==> config.mk <==
export PLATFORM = sky130hd
export DESIGN_NAME = umspi_top
export DESIGN_NICKNAME = d
export VERILOG_FILES = /design/src/umspi_rx_mem.v /design/src/umspi_top.v
export VERILOG_INCLUDE_DIRS = /design/src /design/src/src
export SDC_FILE = /design/constraint.sdc
export NUM_CORES = 1
export LEC_CHECK = 0
export BUFFER_PORTS_ARGS = -buffer_cell sky130_fd_sc_hd__buf_4
export CAP_MARGIN = 30
export CORE_MARGIN = 3
export CORE_UTILIZATION = 37
export DETAILED_ROUTE_END_ITERATION = 6
export SYNTH_ARGS = -nofsm -noshare
export SYNTH_HDL_FRONTEND = slang
export SYNTH_SLANG_ARGS = --single-unit
==> constraint.sdc <==
create_clock -name pclk -period 7.9 [get_ports pclk]
set_input_delay 0.79 -clock pclk [delete_from_list [all_inputs] [get_ports pclk]]
set_output_delay 0.79 -clock pclk [all_outputs]
set_load 0.01 [all_outputs]
==> src/umspi_map.vh <==
// register map, field positions, reset values and constants of the master spi serial port
`ifndef UMSPI_MAP_VH
`define UMSPI_MAP_VH

// apb byte addresses
`define UMSPI_ADDR_DATA      12'h000
`define UMSPI_ADDR_STATUS_A  12'h004
`define UMSPI_ADDR_CONTROL_B 12'h008
`define UMSPI_ADDR_FORMAT_C  12'h00C
`define UMSPI_ADDR_BAUD      12'h010
`define UMSPI_ADDR_IRQ       12'h014

// status a fields
`define UMSPI_A_RXC          7
`define UMSPI_A_TXC          6
`define UMSPI_A_UDRE         5
// control b fields
`define UMSPI_B_RXCIE        7
`define UMSPI_B_TXCIE        6
`define UMSPI_B_TX_EMPTY_IRQ_ENABLE        5
`define UMSPI_B_RXEN         4
`define UMSPI_B_TXEN         3
// format c fields
`define UMSPI_C_MSEL_HI      7
`define UMSPI_C_MSEL_LO      6
`define UMSPI_C_ORDER        2
`define UMSPI_C_PHASE        1
`define UMSPI_C_POL          0
`define UMSPI_MODE_SPI       2'b11

// reset values
`define UMSPI_RST_CONTROL_B  8'h00
`define UMSPI_RST_FORMAT_C   8'h06
`define UMSPI_RST_BAUD       12'h000

// frame and buffer sizes
`define UMSPI_FRAME_BITS     8
`define UMSPI_RX_DEPTH       2

`endif

==> src/umspi_rx_mem.v <==
// two-entry receive buffer memory with registered read data
`timescale 1ns/10ps
`default_nettype none

module umspi_rx_mem #(
    parameter WIDTH = 8,
    parameter AW    = 1
) (
    input  wire             pclk,    // system clock
    input  wire             we,      // write strobe
    input  wire [AW-1:0]    waddr,   // write slot
    input  wire [WIDTH-1:0] wdata,   // write data
    input  wire [AW-1:0]    raddr,   // read slot
    output reg  [WIDTH-1:0] rdata_q  // registered read data
);

    reg [WIDTH-1:0] mem [0:(1<<AW)-1];

    // storage has no reset; the pointers decide what is valid
    always @(posedge pclk) begin
        if (we) begin
            mem[waddr] <= wdata;
        end
        rdata_q <= mem[raddr];
    end

endmodule
`default_nettype wire

==> src/umspi_top.v <==
// master-only spi serial port with apb register access
`timescale 1ns/10ps
`default_nettype none
`include "umspi_map.vh"

module umspi_top #(
    parameter BAUD_W = 12
) (
    input  wire        pclk,          // system clock
    input  wire        presetn,       // async reset, active low
    input  wire        psel,          // apb select
    input  wire        penable,       // apb access phase
    input  wire        pwrite,        // apb write
    input  wire [11:0] paddr,         // apb byte address
    input  wire [31:0] pwdata,        // apb write data
    output wire [31:0] prdata,        // apb read data
    output wire        pready,        // apb ready, always one
    output wire        pslverr,       // apb error on unmapped address
    input  wire        global_irq_en, // processor global interrupt flag
    input  wire        txc_irq_ack,   // transmit-complete interrupt executed
    output wire        rxc_irq,       // receive-complete interrupt request
    output wire        txc_irq,       // transmit-complete interrupt request
    output wire        udre_irq,      // buffer-empty interrupt request
    output reg         xck_q,         // transfer clock pin (sck)
    output reg         txd_q,         // transmit data pin (mosi)
    output wire        txd_oe,        // tx pin overridden by transmitter
    input  wire        rxd_in,        // receive data pin (miso)
    output wire        rxd_override   // rx pin taken as serial input
);

    localparam ST_IDLE  = 3'b001;
    localparam ST_FIRST = 3'b010;
    localparam ST_LAST  = 3'b100;

    // decode a write to a given register
    function wr_hit;
        input [11:0] addr;
        input [11:0] target;
        begin
            wr_hit = psel & penable & pwrite & (addr == target);
        end
    endfunction

    reg  [7:0]        ctl_q;
    reg  [7:0]        fmt_q;
    reg  [BAUD_W-1:0] baud_q;
    reg               txc_q;
    reg  [7:0]        tbuf_q;
    reg               tbuf_full_q;
    reg  [2:0]        st_q;
    reg  [BAUD_W-1:0] div_q;
    reg  [7:0]        tsh_q;
    reg  [7:0]        rsh_q;
    reg  [2:0]        bit_q;
    reg               txen_q;
    reg  [1:0]        rcnt_q;
    reg               wptr_q;
    reg               rptr_q;
    reg  [31:0]       rdata_r;

    wire        spi_mode   = (fmt_q[`UMSPI_C_MSEL_HI:`UMSPI_C_MSEL_LO] == `UMSPI_MODE_SPI);
    wire        lsb_first  = fmt_q[`UMSPI_C_ORDER];
    wire        cpha       = fmt_q[`UMSPI_C_PHASE];
    wire        cpol       = fmt_q[`UMSPI_C_POL];
    wire        rxen       = ctl_q[`UMSPI_B_RXEN];
    wire        wr_data    = wr_hit(paddr, `UMSPI_ADDR_DATA);
    wire        wr_a       = wr_hit(paddr, `UMSPI_ADDR_STATUS_A);
    wire        rd_data    = psel & penable & ~pwrite & (paddr == `UMSPI_ADDR_DATA);
    wire        udre       = ~tbuf_full_q;
    wire        rxc        = (rcnt_q != 2'd0);
    wire        div_tick   = (div_q == {BAUD_W{1'b0}});
    wire        busy       = (st_q != ST_IDLE);
    wire        shift_done = (st_q == ST_LAST) & div_tick & (bit_q == 3'd7);
    wire        load       = tbuf_full_q & txen_q & spi_mode & (~busy | shift_done);
    wire        tx_out_bit = lsb_first ? tsh_q[0] : tsh_q[7];
    wire        rx_push    = shift_done & rxen;
    wire        mapped     = (paddr == `UMSPI_ADDR_DATA) | (paddr == `UMSPI_ADDR_STATUS_A) |
                             (paddr == `UMSPI_ADDR_CONTROL_B) | (paddr == `UMSPI_ADDR_FORMAT_C) |
                             (paddr == `UMSPI_ADDR_BAUD) | (paddr == `UMSPI_ADDR_IRQ);
    wire [7:0]  rx_word;
    wire [7:0]  rx_next    = lsb_first ? {rxd_in, rsh_q[7:1]} : {rsh_q[6:0], rxd_in};

    // apb: zero wait states, error only on an unmapped address
    assign pready  = 1'b1;
    assign pslverr = psel & penable & ~mapped;
    assign prdata  = rdata_r;

    // interrupt requests gated by enable, global flag and the flag itself
    assign rxc_irq  = ctl_q[`UMSPI_B_RXCIE] & global_irq_en & rxc;
    assign txc_irq  = ctl_q[`UMSPI_B_TXCIE] & global_irq_en & txc_q;
    assign udre_irq = ctl_q[`UMSPI_B_TX_EMPTY_IRQ_ENABLE] & global_irq_en & udre;

    // pin overrides
    assign txd_oe       = txen_q;
    assign rxd_override = rxen;

    // read mux; error flags 4:0 of status a are never driven, so read zero
    always @* begin
        case (paddr)
            `UMSPI_ADDR_DATA:      rdata_r = {24'h00_0000, rx_word};
            `UMSPI_ADDR_STATUS_A:  rdata_r = {24'h00_0000, rxc, txc_q, udre, 5'b0_0000};
            `UMSPI_ADDR_CONTROL_B: rdata_r = {24'h00_0000, ctl_q[7:3], 3'b000};
            `UMSPI_ADDR_FORMAT_C:  rdata_r = {24'h00_0000, fmt_q[7:6], 3'b000, fmt_q[2:0]};
            `UMSPI_ADDR_BAUD:      rdata_r = {{(32-BAUD_W){1'b0}}, baud_q};
            `UMSPI_ADDR_IRQ:       rdata_r = {29'h0000_0000, udre_irq, txc_irq, rxc_irq};
            default:               rdata_r = 32'h0000_0000;
        endcase
    end

    // control, format and baud registers; reserved bits are masked off
    // so that a careless write of ones there changes nothing
    always @(posedge pclk or negedge presetn) begin
        if (!presetn) begin
            ctl_q  <= `UMSPI_RST_CONTROL_B;
            fmt_q  <= `UMSPI_RST_FORMAT_C;
            baud_q <= `UMSPI_RST_BAUD;
        end else begin
            if (wr_hit(paddr, `UMSPI_ADDR_CONTROL_B)) begin
                ctl_q <= {pwdata[7:3], 3'b000};
            end
            if (wr_hit(paddr, `UMSPI_ADDR_FORMAT_C)) begin
                // mode and frame settings land in one write
                fmt_q <= {pwdata[7:6], 3'b000, pwdata[2:0]};
            end
            if (wr_hit(paddr, `UMSPI_ADDR_BAUD)) begin
                baud_q <= pwdata[BAUD_W-1:0];
            end
        end
    end

    // transmitter enable: a clear only lands once shifter and buffer are empty
    always @(posedge pclk or negedge presetn) begin
        if (!presetn) begin
            txen_q <= 1'b0;
        end else if (ctl_q[`UMSPI_B_TXEN]) begin
            txen_q <= 1'b1;
        end else if (!busy && !tbuf_full_q) begin
            txen_q <= 1'b0;
        end
    end

    // transmit buffer; a write while full is dropped, software must poll udre
    always @(posedge pclk or negedge presetn) begin
        if (!presetn) begin
            tbuf_q      <= 8'h00;
            tbuf_full_q <= 1'b0;
        end else if (wr_data && !tbuf_full_q) begin
            tbuf_q      <= pwdata[7:0];
            tbuf_full_q <= 1'b1;
        end else if (load) begin
            tbuf_full_q <= 1'b0;
        end
    end

    // transmit complete: the set wins over a clear in the same cycle
    always @(posedge pclk or negedge presetn) begin
        if (!presetn) begin
            txc_q <= 1'b0;
        end else if (shift_done && !tbuf_full_q) begin
            txc_q <= 1'b1;
        end else if (txc_irq_ack || (wr_a && pwdata[`UMSPI_A_TXC])) begin
            txc_q <= 1'b0;
        end
    end

    // shift engine: each bit takes two half periods of (baud+1) cycles
    // first half ends on the leading edge, second on the trailing edge
    always @(posedge pclk or negedge presetn) begin
        if (!presetn) begin
            st_q  <= ST_IDLE;
            div_q <= {BAUD_W{1'b0}};
            tsh_q <= 8'h00;
            rsh_q <= 8'h00;
            bit_q <= 3'd0;
            xck_q <= 1'b0;
            txd_q <= 1'b1;
        end else begin
            case (st_q)
                ST_IDLE: begin
                    xck_q <= cpol;
                    txd_q <= 1'b1;
                    if (load) begin
                        // only the transmitter starts frames; rx alone idles
                        st_q  <= ST_FIRST;
                        div_q <= baud_q;
                        tsh_q <= tbuf_q;
                        bit_q <= 3'd0;
                        if (!cpha) begin
                            txd_q <= lsb_first ? tbuf_q[0] : tbuf_q[7];
                        end
                    end
                end
                ST_FIRST: begin
                    if (div_tick) begin
                        div_q <= baud_q;
                        xck_q <= ~cpol;
                        st_q  <= ST_LAST;
                        if (cpha) begin
                            txd_q <= tx_out_bit;
                        end else begin
                            rsh_q <= rx_next;
                        end
                    end else begin
                        div_q <= div_q - 1'b1;
                    end
                end
                ST_LAST: begin
                    if (div_tick) begin
                        div_q <= baud_q;
                        xck_q <= cpol;
                        if (cpha) begin
                            rsh_q <= rx_next;
                        end
                        bit_q <= bit_q + 3'd1;
                        if (bit_q == 3'd7) begin
                            // eight bits per frame; chain straight on if loaded
                            if (load) begin
                                st_q  <= ST_FIRST;
                                tsh_q <= tbuf_q;
                                if (!cpha) begin
                                    txd_q <= lsb_first ? tbuf_q[0] : tbuf_q[7];
                                end
                            end else begin
                                st_q <= ST_IDLE;
                            end
                        end else begin
                            st_q  <= ST_FIRST;
                            tsh_q <= lsb_first ? {1'b0, tsh_q[7:1]} : {tsh_q[6:0], 1'b0};
                            if (!cpha) begin
                                txd_q <= lsb_first ? tsh_q[1] : tsh_q[6];
                            end
                        end
                    end else begin
                        div_q <= div_q - 1'b1;
                    end
                end
                default: begin
                    st_q <= ST_IDLE;
                end
            endcase
        end
    end

    // receive buffer pointers; the captured byte uses the final sample,
    // so push the assembled value including the last bit when cpha=1
    wire [7:0] rx_final = cpha ? rx_next : rsh_q;
    wire       rx_full  = (rcnt_q == `UMSPI_RX_DEPTH);
    wire       rx_pop   = rd_data & rxc;
    wire       rx_wr    = rx_push & ~rx_full;

    always @(posedge pclk or negedge presetn) begin
        if (!presetn) begin
            rcnt_q <= 2'd0;
            wptr_q <= 1'b0;
            rptr_q <= 1'b0;
        end else if (!rxen) begin
            // receiver off: flush everything
            rcnt_q <= 2'd0;
            wptr_q <= 1'b0;
            rptr_q <= 1'b0;
        end else begin
            if (rx_wr) begin
                wptr_q <= ~wptr_q;
            end
            if (rx_pop) begin
                rptr_q <= ~rptr_q;
            end
            case ({rx_wr, rx_pop})
                2'b10:   rcnt_q <= rcnt_q + 2'd1;
                2'b01:   rcnt_q <= rcnt_q - 2'd1;
                default: rcnt_q <= rcnt_q;
            endcase
        end
    end

    // memory read data looks ahead on a pop and follows the read pointer in the same cycle, so the
    // head entry is always ready before the next apb access phase
    umspi_rx_mem #(
        .WIDTH (8),
        .AW    (1)
    ) u_rx_mem (
        .pclk    (pclk),
        .we      (rx_wr),
        .waddr   (wptr_q),
        .wdata   (rx_final),
        .raddr   (rx_pop ? ~rptr_q : rptr_q),
        .rdata_q (rx_word)
    );

endmodule
`default_nettype wire

; Word-level counts from Yosys, hierarchy flattened
; Memory sizes are Yosys's and may differ from the RTL's. A register that Yosys moved wholly into a read port is not among the register bits.
; Index checks and enable logic that the tools add are counted.
[totals]
latchBits = 0
mem_count = 1
output_inout_bits = 41
mem_bits_ro = 0
ff_bits = 73
mem_bits_rw = 16
[classes]
n_bitwise = 38
n_shift = 0
n_mux = 54
add_sub_neg = 4
multipliers = 0
n_eq_ne = 24
div = 0
reduce_logical = 25
n_lt_le_gt_ge = 0
[memory_table]
columns = memory, words, word_bits, rd, rd_ports_with_merged_regs, write_ports, line
row1 = u_rx_mem.mem, 2, 8, 1, 1, 1, umspi_rx_mem.v:17  ; reg [WIDTH-1:0] mem [0:(1<<AW)-1];
[op_table]
columns = cell, count
row1 = 2-to-1 mux 8 bit, 9
row2 = one-hot mux 12 bit (6 select lines), 1
row3 = one-hot mux 8 bit (2 select lines), 2
row4 = 2-to-1 mux 1 bit, 26
row5 = bitwise AND 1 bit, 24
row6 = equality test 12 x 4 -> 1 bit (second input constant), 2
row7 = equality test 12 x 5 -> 1 bit (second input constant), 2
row8 = zero test 12 bit, 2
row9 = 2-to-1 mux 12 bit, 2
row10 = one-hot mux 12 bit (2 select lines), 1
row11 = 2-to-1 mux 3 bit, 6
row12 = nonzero test 2 bit, 7
row13 = equality test 12 x 3 -> 1 bit (second input constant), 1
row14 = subtractor 12 x 1 -> 12 bit (second input constant), 1
row15 = != test 2 bit (second input constant), 5
row16 = one-hot mux 3 bit (3 select lines), 1
row17 = AND reduction 3 bit, 3
row18 = NOT 1 bit, 8
row19 = AND reduction 7 bit, 1
row20 = equality test 2 bit (second input constant), 3
row21 = equality test 3 bit (second input constant), 2
row22 = != test 3 x 1 -> 1 bit (second input constant), 2
row23 = != test 3 bit (second input constant), 2
row24 = bitwise OR 1 bit, 6
row25 = 19 further kinds, 26

; Longest topological paths before layout
[depth]
depth_word = 9
depth_mapped = 10

; Hierarchy
; A second synthesis with hierarchy kept.
[unflattened]
cells_unflattened = 492
area_unflattened_um2 = 5387.7
[modules_own_cells]
columns = mod, area_each_um2, seq_area_each_um2, cells_each, instances
row1 = umspi_top, 4603.2, 1831.8, 457, 1
row2 = umspi_rx_mem, 784.5, 640.6, 35, 1

; Least setup slack after synthesis
; Ideal clock, no wire load.
[synth_timing]
kind = input port to output port
start = input paddr[2]
end = output prdata[7]
path_buffers = 1
required_ns = 7.110
arrival_time_ns = 1.912
slack_ns = 5.198
cell_stages = 5
cell_sequence = clkbuf_1 > or3b_2 > a21oi_1 > a21oi_1 > o21ai_0
[synth_via]
elab_chain_cells = 2
word_cells_on_any_way = 7
cone_classes = 5 x eq/ne / 1 x mux / 1 x reduce/logical
[synth_lines]
columns = item, line
row1 = start: declaration, umspi_top.v:14  ; input wire [11:0] paddr,
row2 = equality test 12 x 5 -> 1 bit (tied with other cells), umspi_top.v:99  ; case (paddr)
row3 = one-hot mux 12 bit (6 select lines) *, umspi_top.v:99
row4 = end: declaration, umspi_top.v:16  ; output wire [31:0] prdata,
; Every way passes the cells marked *; elsewhere a longest branch is shown, timed or not.

; Worst setup path in the final report
[layout_timing]
start = input paddr[5]
end = output prdata[7]
; The elaborated chain is that of the path after synthesis.

==> summary.md <==
| Metric | Value |
|---|---|
| Status | `finished, final reports clean` |
| Synth unique cells | `63` |
| Average size of a mapped cell | `9.986 sq um` |
| RSZ-0062 raised after global routing | `false` |
| Yosys Warn Count | `0` |
| Share of final-layout standard cells stronger than drive strength 1 | `0.2399` |
| Number of buffers created by CTS | `9` |
| Worst ir drop on vdd | `0.0001140 V` |
| Number of buffers on the longest clock path | `2` |
| Placeable Area | `0.01351 sq mm` |
| # DRC | `0` |
| Met1 layer wirelength in the final routing | `5132 microns` |
| R2R Setup Slk | `approximately 4.8 ns` |
| Top fanout value on the critical path | `12` |
| Number of storage elements in the synthesis netlist | `97` |
| Number of global-route vias before repair | `3899` |
| Worst EP required | `7.11 ns` |
| Critical path's largest stage delay | `0.46 ns` |
| Endpoint arrival time on the critical path | `2.56 ns` |
| Clk Tree Root Cell | `sky130_fd_sc_hd__clkbuf_16` |
| Crit start category | `input port` |
| P per Cell Area | `160.4 mW/mm^2` |
| Headroom to the max-slew limit | `0.3684` |
| Starting density of the core | `0.3852` |
| Post-synthesis async set-or-reset flop share | `0.7526` |
| Slew at the pin closest to its max-slew limit | `about 0.95 ns` |
| TritonCTS clock tree | `built` |
| Ordered list of cells on the worst path | `buf_4 > nor3_1 > nand3_1 > nor2_1 > nand2_1 > o21ai_0 > buf_4` |
| Placed Area | `0.005654 sq mm` |
| Most used flip-flop cell after synthesis | `sky130_fd_sc_hd__dfrtp_1` |
| Final layout net count | `a little over 600` |
| Number of antenna-violating nets in the routed design | `0` |
| Fmax | `298.6 MHz` |
| Maximum clock skew at final layout | `0.009793 ns` |
| Resize count post-CTS | `0` |
| Total Die Area | `between 0.015 and 0.02 sq mm` |
| Top layer used by detailed routing | `met4` |
| Amount of wire on met2 after detailed routing | `6622 microns` |
| Number of antenna violations at the first check in global routing | `0` |
| Core utilization of the finished layout | `0.4413` |
| Number of antenna repair diodes | `0` |
| Setup fix buffers added after clock tree synthesis | `0` |
| Type of the tightest min-delay check | `input port to async pin` |
| TritonRoute pass-1 iters | `5` |
| Critical Setup Path Class | `input port to output pin` |
| Standard-cell rows | `42` |
| Global-route wire length before repair | `20340 microns` |
| Library cell occupying the most area in the post-synthesis netlist | `sky130_fd_sc_hd__dfrtp_1` |
| Post-synth EDFFs | `16` |
| Slowest stage cell, crit path | `sky130_fd_sc_hd__nor2_1` |
| Tot GR Track Use | `0.1606` |
| Start point of the critical path | `paddr[5]` |
| Total Routed Length | `12390 microns` |
| Synth area leaders | `sky130_fd_sc_hd__dfrtp_1 33%, sky130_fd_sc_hd__edfxtp_1 9.2%, sky130_fd_sc_hd__mux2_2 8.9%` |
| Setup slack after placement | `4.527 ns` |
| Final design instance area without fill | `slightly below 0.006 sq mm` |
| Leakage component of the power | `0.002490 uW` |
| Max-Cap Viols | `0` |
| Wirelength per Cell | `16.68 microns` |
| Latest clock arrival within the worst-skew pair | `around 0.34 ns` |
| Cell type with the highest occurrence count on the critical path | `sky130_fd_sc_hd__buf_4` |
| Number of cell instances on the worst register-to-register path | `7` |
| WP buf/inv | `2` |
| Launching point of the worst reg2reg path | `bit_q[0]` |
| Setup TNS after final layout | `0 ns` |
| Instance count on the critical path | `7` |
| Number of hold buffers added after cts | `0` |
| Gate family responsible for the most delay along the worst path | `simple AND/OR/NAND/NOR gates` |
| Drt first-iter violations | `343` |
| Filler cell count in the final layout | `1306` |
| Detail-routed via count per cell | `5.480` |
| Post-detailed-placement half-perimeter wirelength | `between 9000 and 10000 microns` |
| Design Power | `between 900 and 1000 uW` |
| Critical R2R Capture | `tsh_q[0]` |
| Minimum period implied by the final worst setup slack | `3.349 ns` |
| Number of buffers added on ports | `51` |
| Area share of the largest cell type after synthesis | `0.3319` |
| WL met3 | `558 microns` |
| Setup slack after layout | `4.551 ns` |
| Syn Inst Count | `about 520` |
| Clk sinks | `97` |
| Final hold violations | `0` |
| Routability congestion estimate from global placement | `0.8795` |
| Largest net degree at the start of global routing | `74` |
| Number of failing setup endpoints in the final timing report | `0` |
| Cell Area, Synth | `roughly 0.0052 sq mm` |
| Overall via count from detail_route | `4072` |
| Top-level I/O count | `93` |
| Die Y | `124.6 microns` |
| Post-route fraction of the period consumed by the critical path | `0.4239` |
| Area growth from synthesis to final layout | `14.55%` |
| Clock slew seen by the registers of the worst setup and hold paths | `0.06 ns` |
| Worst setup EP type | `output pin` |
| Total global routing overflow | `0` |
| Final Slew Violations | `0` |
| Die extent in x | `124.6 microns` |
| Deepest level of the CTS H-tree | `3` |
| Seq/Total Area, Yosys | `0.4752` |
-- cells in the mapped netlist, types with 10 or more instances --
cell	n
sky130_fd_sc_hd__nor2b_1	10
sky130_fd_sc_hd__nand2_1	50
sky130_fd_sc_hd__nand3_1	14
sky130_fd_sc_hd__a21oi_1	38
sky130_fd_sc_hd__o21ai_0	32
sky130_fd_sc_hd__inv_1	10
sky130_fd_sc_hd__dfrtp_1	69
sky130_fd_sc_hd__buf_4	21
sky130_fd_sc_hd__nor2_1	34
sky130_fd_sc_hd__edfxtp_1	16
sky130_fd_sc_hd__nor3_1	11
sky130_fd_sc_hd__clkbuf_1	18
sky130_fd_sc_hd__mux2i_1	24
sky130_fd_sc_hd__mux2_2	41
-- registers in the layout, indices dropped and copies added (netlist names), 2 cells and up --
name / count
tbuf_q: 8
baud_q: 12
bit_q: 3
tsh_q: 8
fmt_q: 5
rsh_q: 8
rcnt_q: 2
u_rx_mem.mem: 16
ctl_q: 5
u_rx_mem.rdata_q: 8
div_q: 12
st_q: 3
-- cell families after synthesis --
group | after synthesis | share of synthesized area
simple gates | 180 | 0.1804
mux | 65 | 0.1349
buf+inv | 55 | 0.05820
fa+ha+maj | 4 | 0.009620
other cells | 2 | 0.001444
flops | 97 | 0.4752
xor+xnor | 1 | 0.001684
compound gates | 117 | 0.1385
-- worst max path at each step --
stage,endpoint
final,prdata[7]
after global routing,prdata[7]
after CTS,prdata[7]
after detailed placement,prdata[7]
after global placement,prdata[7]
after floorplan,prdata[7]
-- power by group --
part	switching [uW]	leakage [uW]	internal [uW]
registers	0.446	0.00119	506
logic	23.9	0.00117	14.7
clock network	193	0.000131	218
-- per-layer routing --
layer  GRT usage  vias to the layer above
met5           0                        -
met4     0.03868                        0
met3     0.03302                       10
met2      0.2853                      111
met1      0.1998                     2026
li1            -                     1925
-- layout by cell type (no fill, tap or decap), types with 7 or more instances in the layout --
cell type | netlist | final
sky130_fd_sc_hd__nand2_1 | 50 | 50
sky130_fd_sc_hd__nand3_1 | 14 | 14
sky130_fd_sc_hd__or3_1 | 8 | 8
sky130_fd_sc_hd__inv_1 | 10 | 10
sky130_fd_sc_hd__and2_1 | 7 | 7
sky130_fd_sc_hd__dfxtp_1 | 8 | 8
sky130_fd_sc_hd__edfxtp_1 | 16 | 16
sky130_fd_sc_hd__dfrtp_1 | 69 | 69
sky130_fd_sc_hd__mux2i_1 | 24 | 24
sky130_fd_sc_hd__nor3_1 | 11 | 11
sky130_fd_sc_hd__mux2_2 | 41 | 41
sky130_fd_sc_hd__nor2b_1 | 10 | 10
sky130_fd_sc_hd__nor2_1 | 34 | 34
sky130_fd_sc_hd__conb_1 | 2 | 21
sky130_fd_sc_hd__a21oi_1 | 38 | 38
sky130_fd_sc_hd__o21ai_0 | 32 | 32
sky130_fd_sc_hd__o21ai_2 | 8 | 8
sky130_fd_sc_hd__buf_4 | 21 | 55
sky130_fd_sc_hd__clkbuf_16 | 0 | 9
-- layout make-up --
cell class              instances  area [sq um]  share of cell area
flip-flops and latches         97          2472              0.4149
repair buffers                 56         440.4             0.07390
clock buffers                  10         229.0             0.03842
clock inverters                 6         48.80            0.008188
well taps                     176         220.2             0.03695
inverters                      10         37.54            0.006299
multi-input cells             388          2511              0.4214
-- metrics by stage --
step | cells | hold WS [ns]
3_5_place_dp | 726 | 0.4547
2_1_floorplan | 540 | 0.4456
3_3_place_gp | 724 | 0.4540
6_report | 743 | 0.2570
5_1_grt | 743 | 0.2415
4_1_cts | 742 | 0.4763
-- worst reg2reg max path, stage by stage, from the launching register on --
cell	delay, ns
sky130_fd_sc_hd__dfrtp_1	0.37
sky130_fd_sc_hd__ha_1	0.16
sky130_fd_sc_hd__ha_1	0.37
sky130_fd_sc_hd__or4b_2	0.62
sky130_fd_sc_hd__nor4_1	0.71
sky130_fd_sc_hd__o21ai_0	0.39
sky130_fd_sc_hd__o21ai_0	0.26
sky130_fd_sc_hd__a22oi_1	0.09
(Power assumes the default switching activity.)
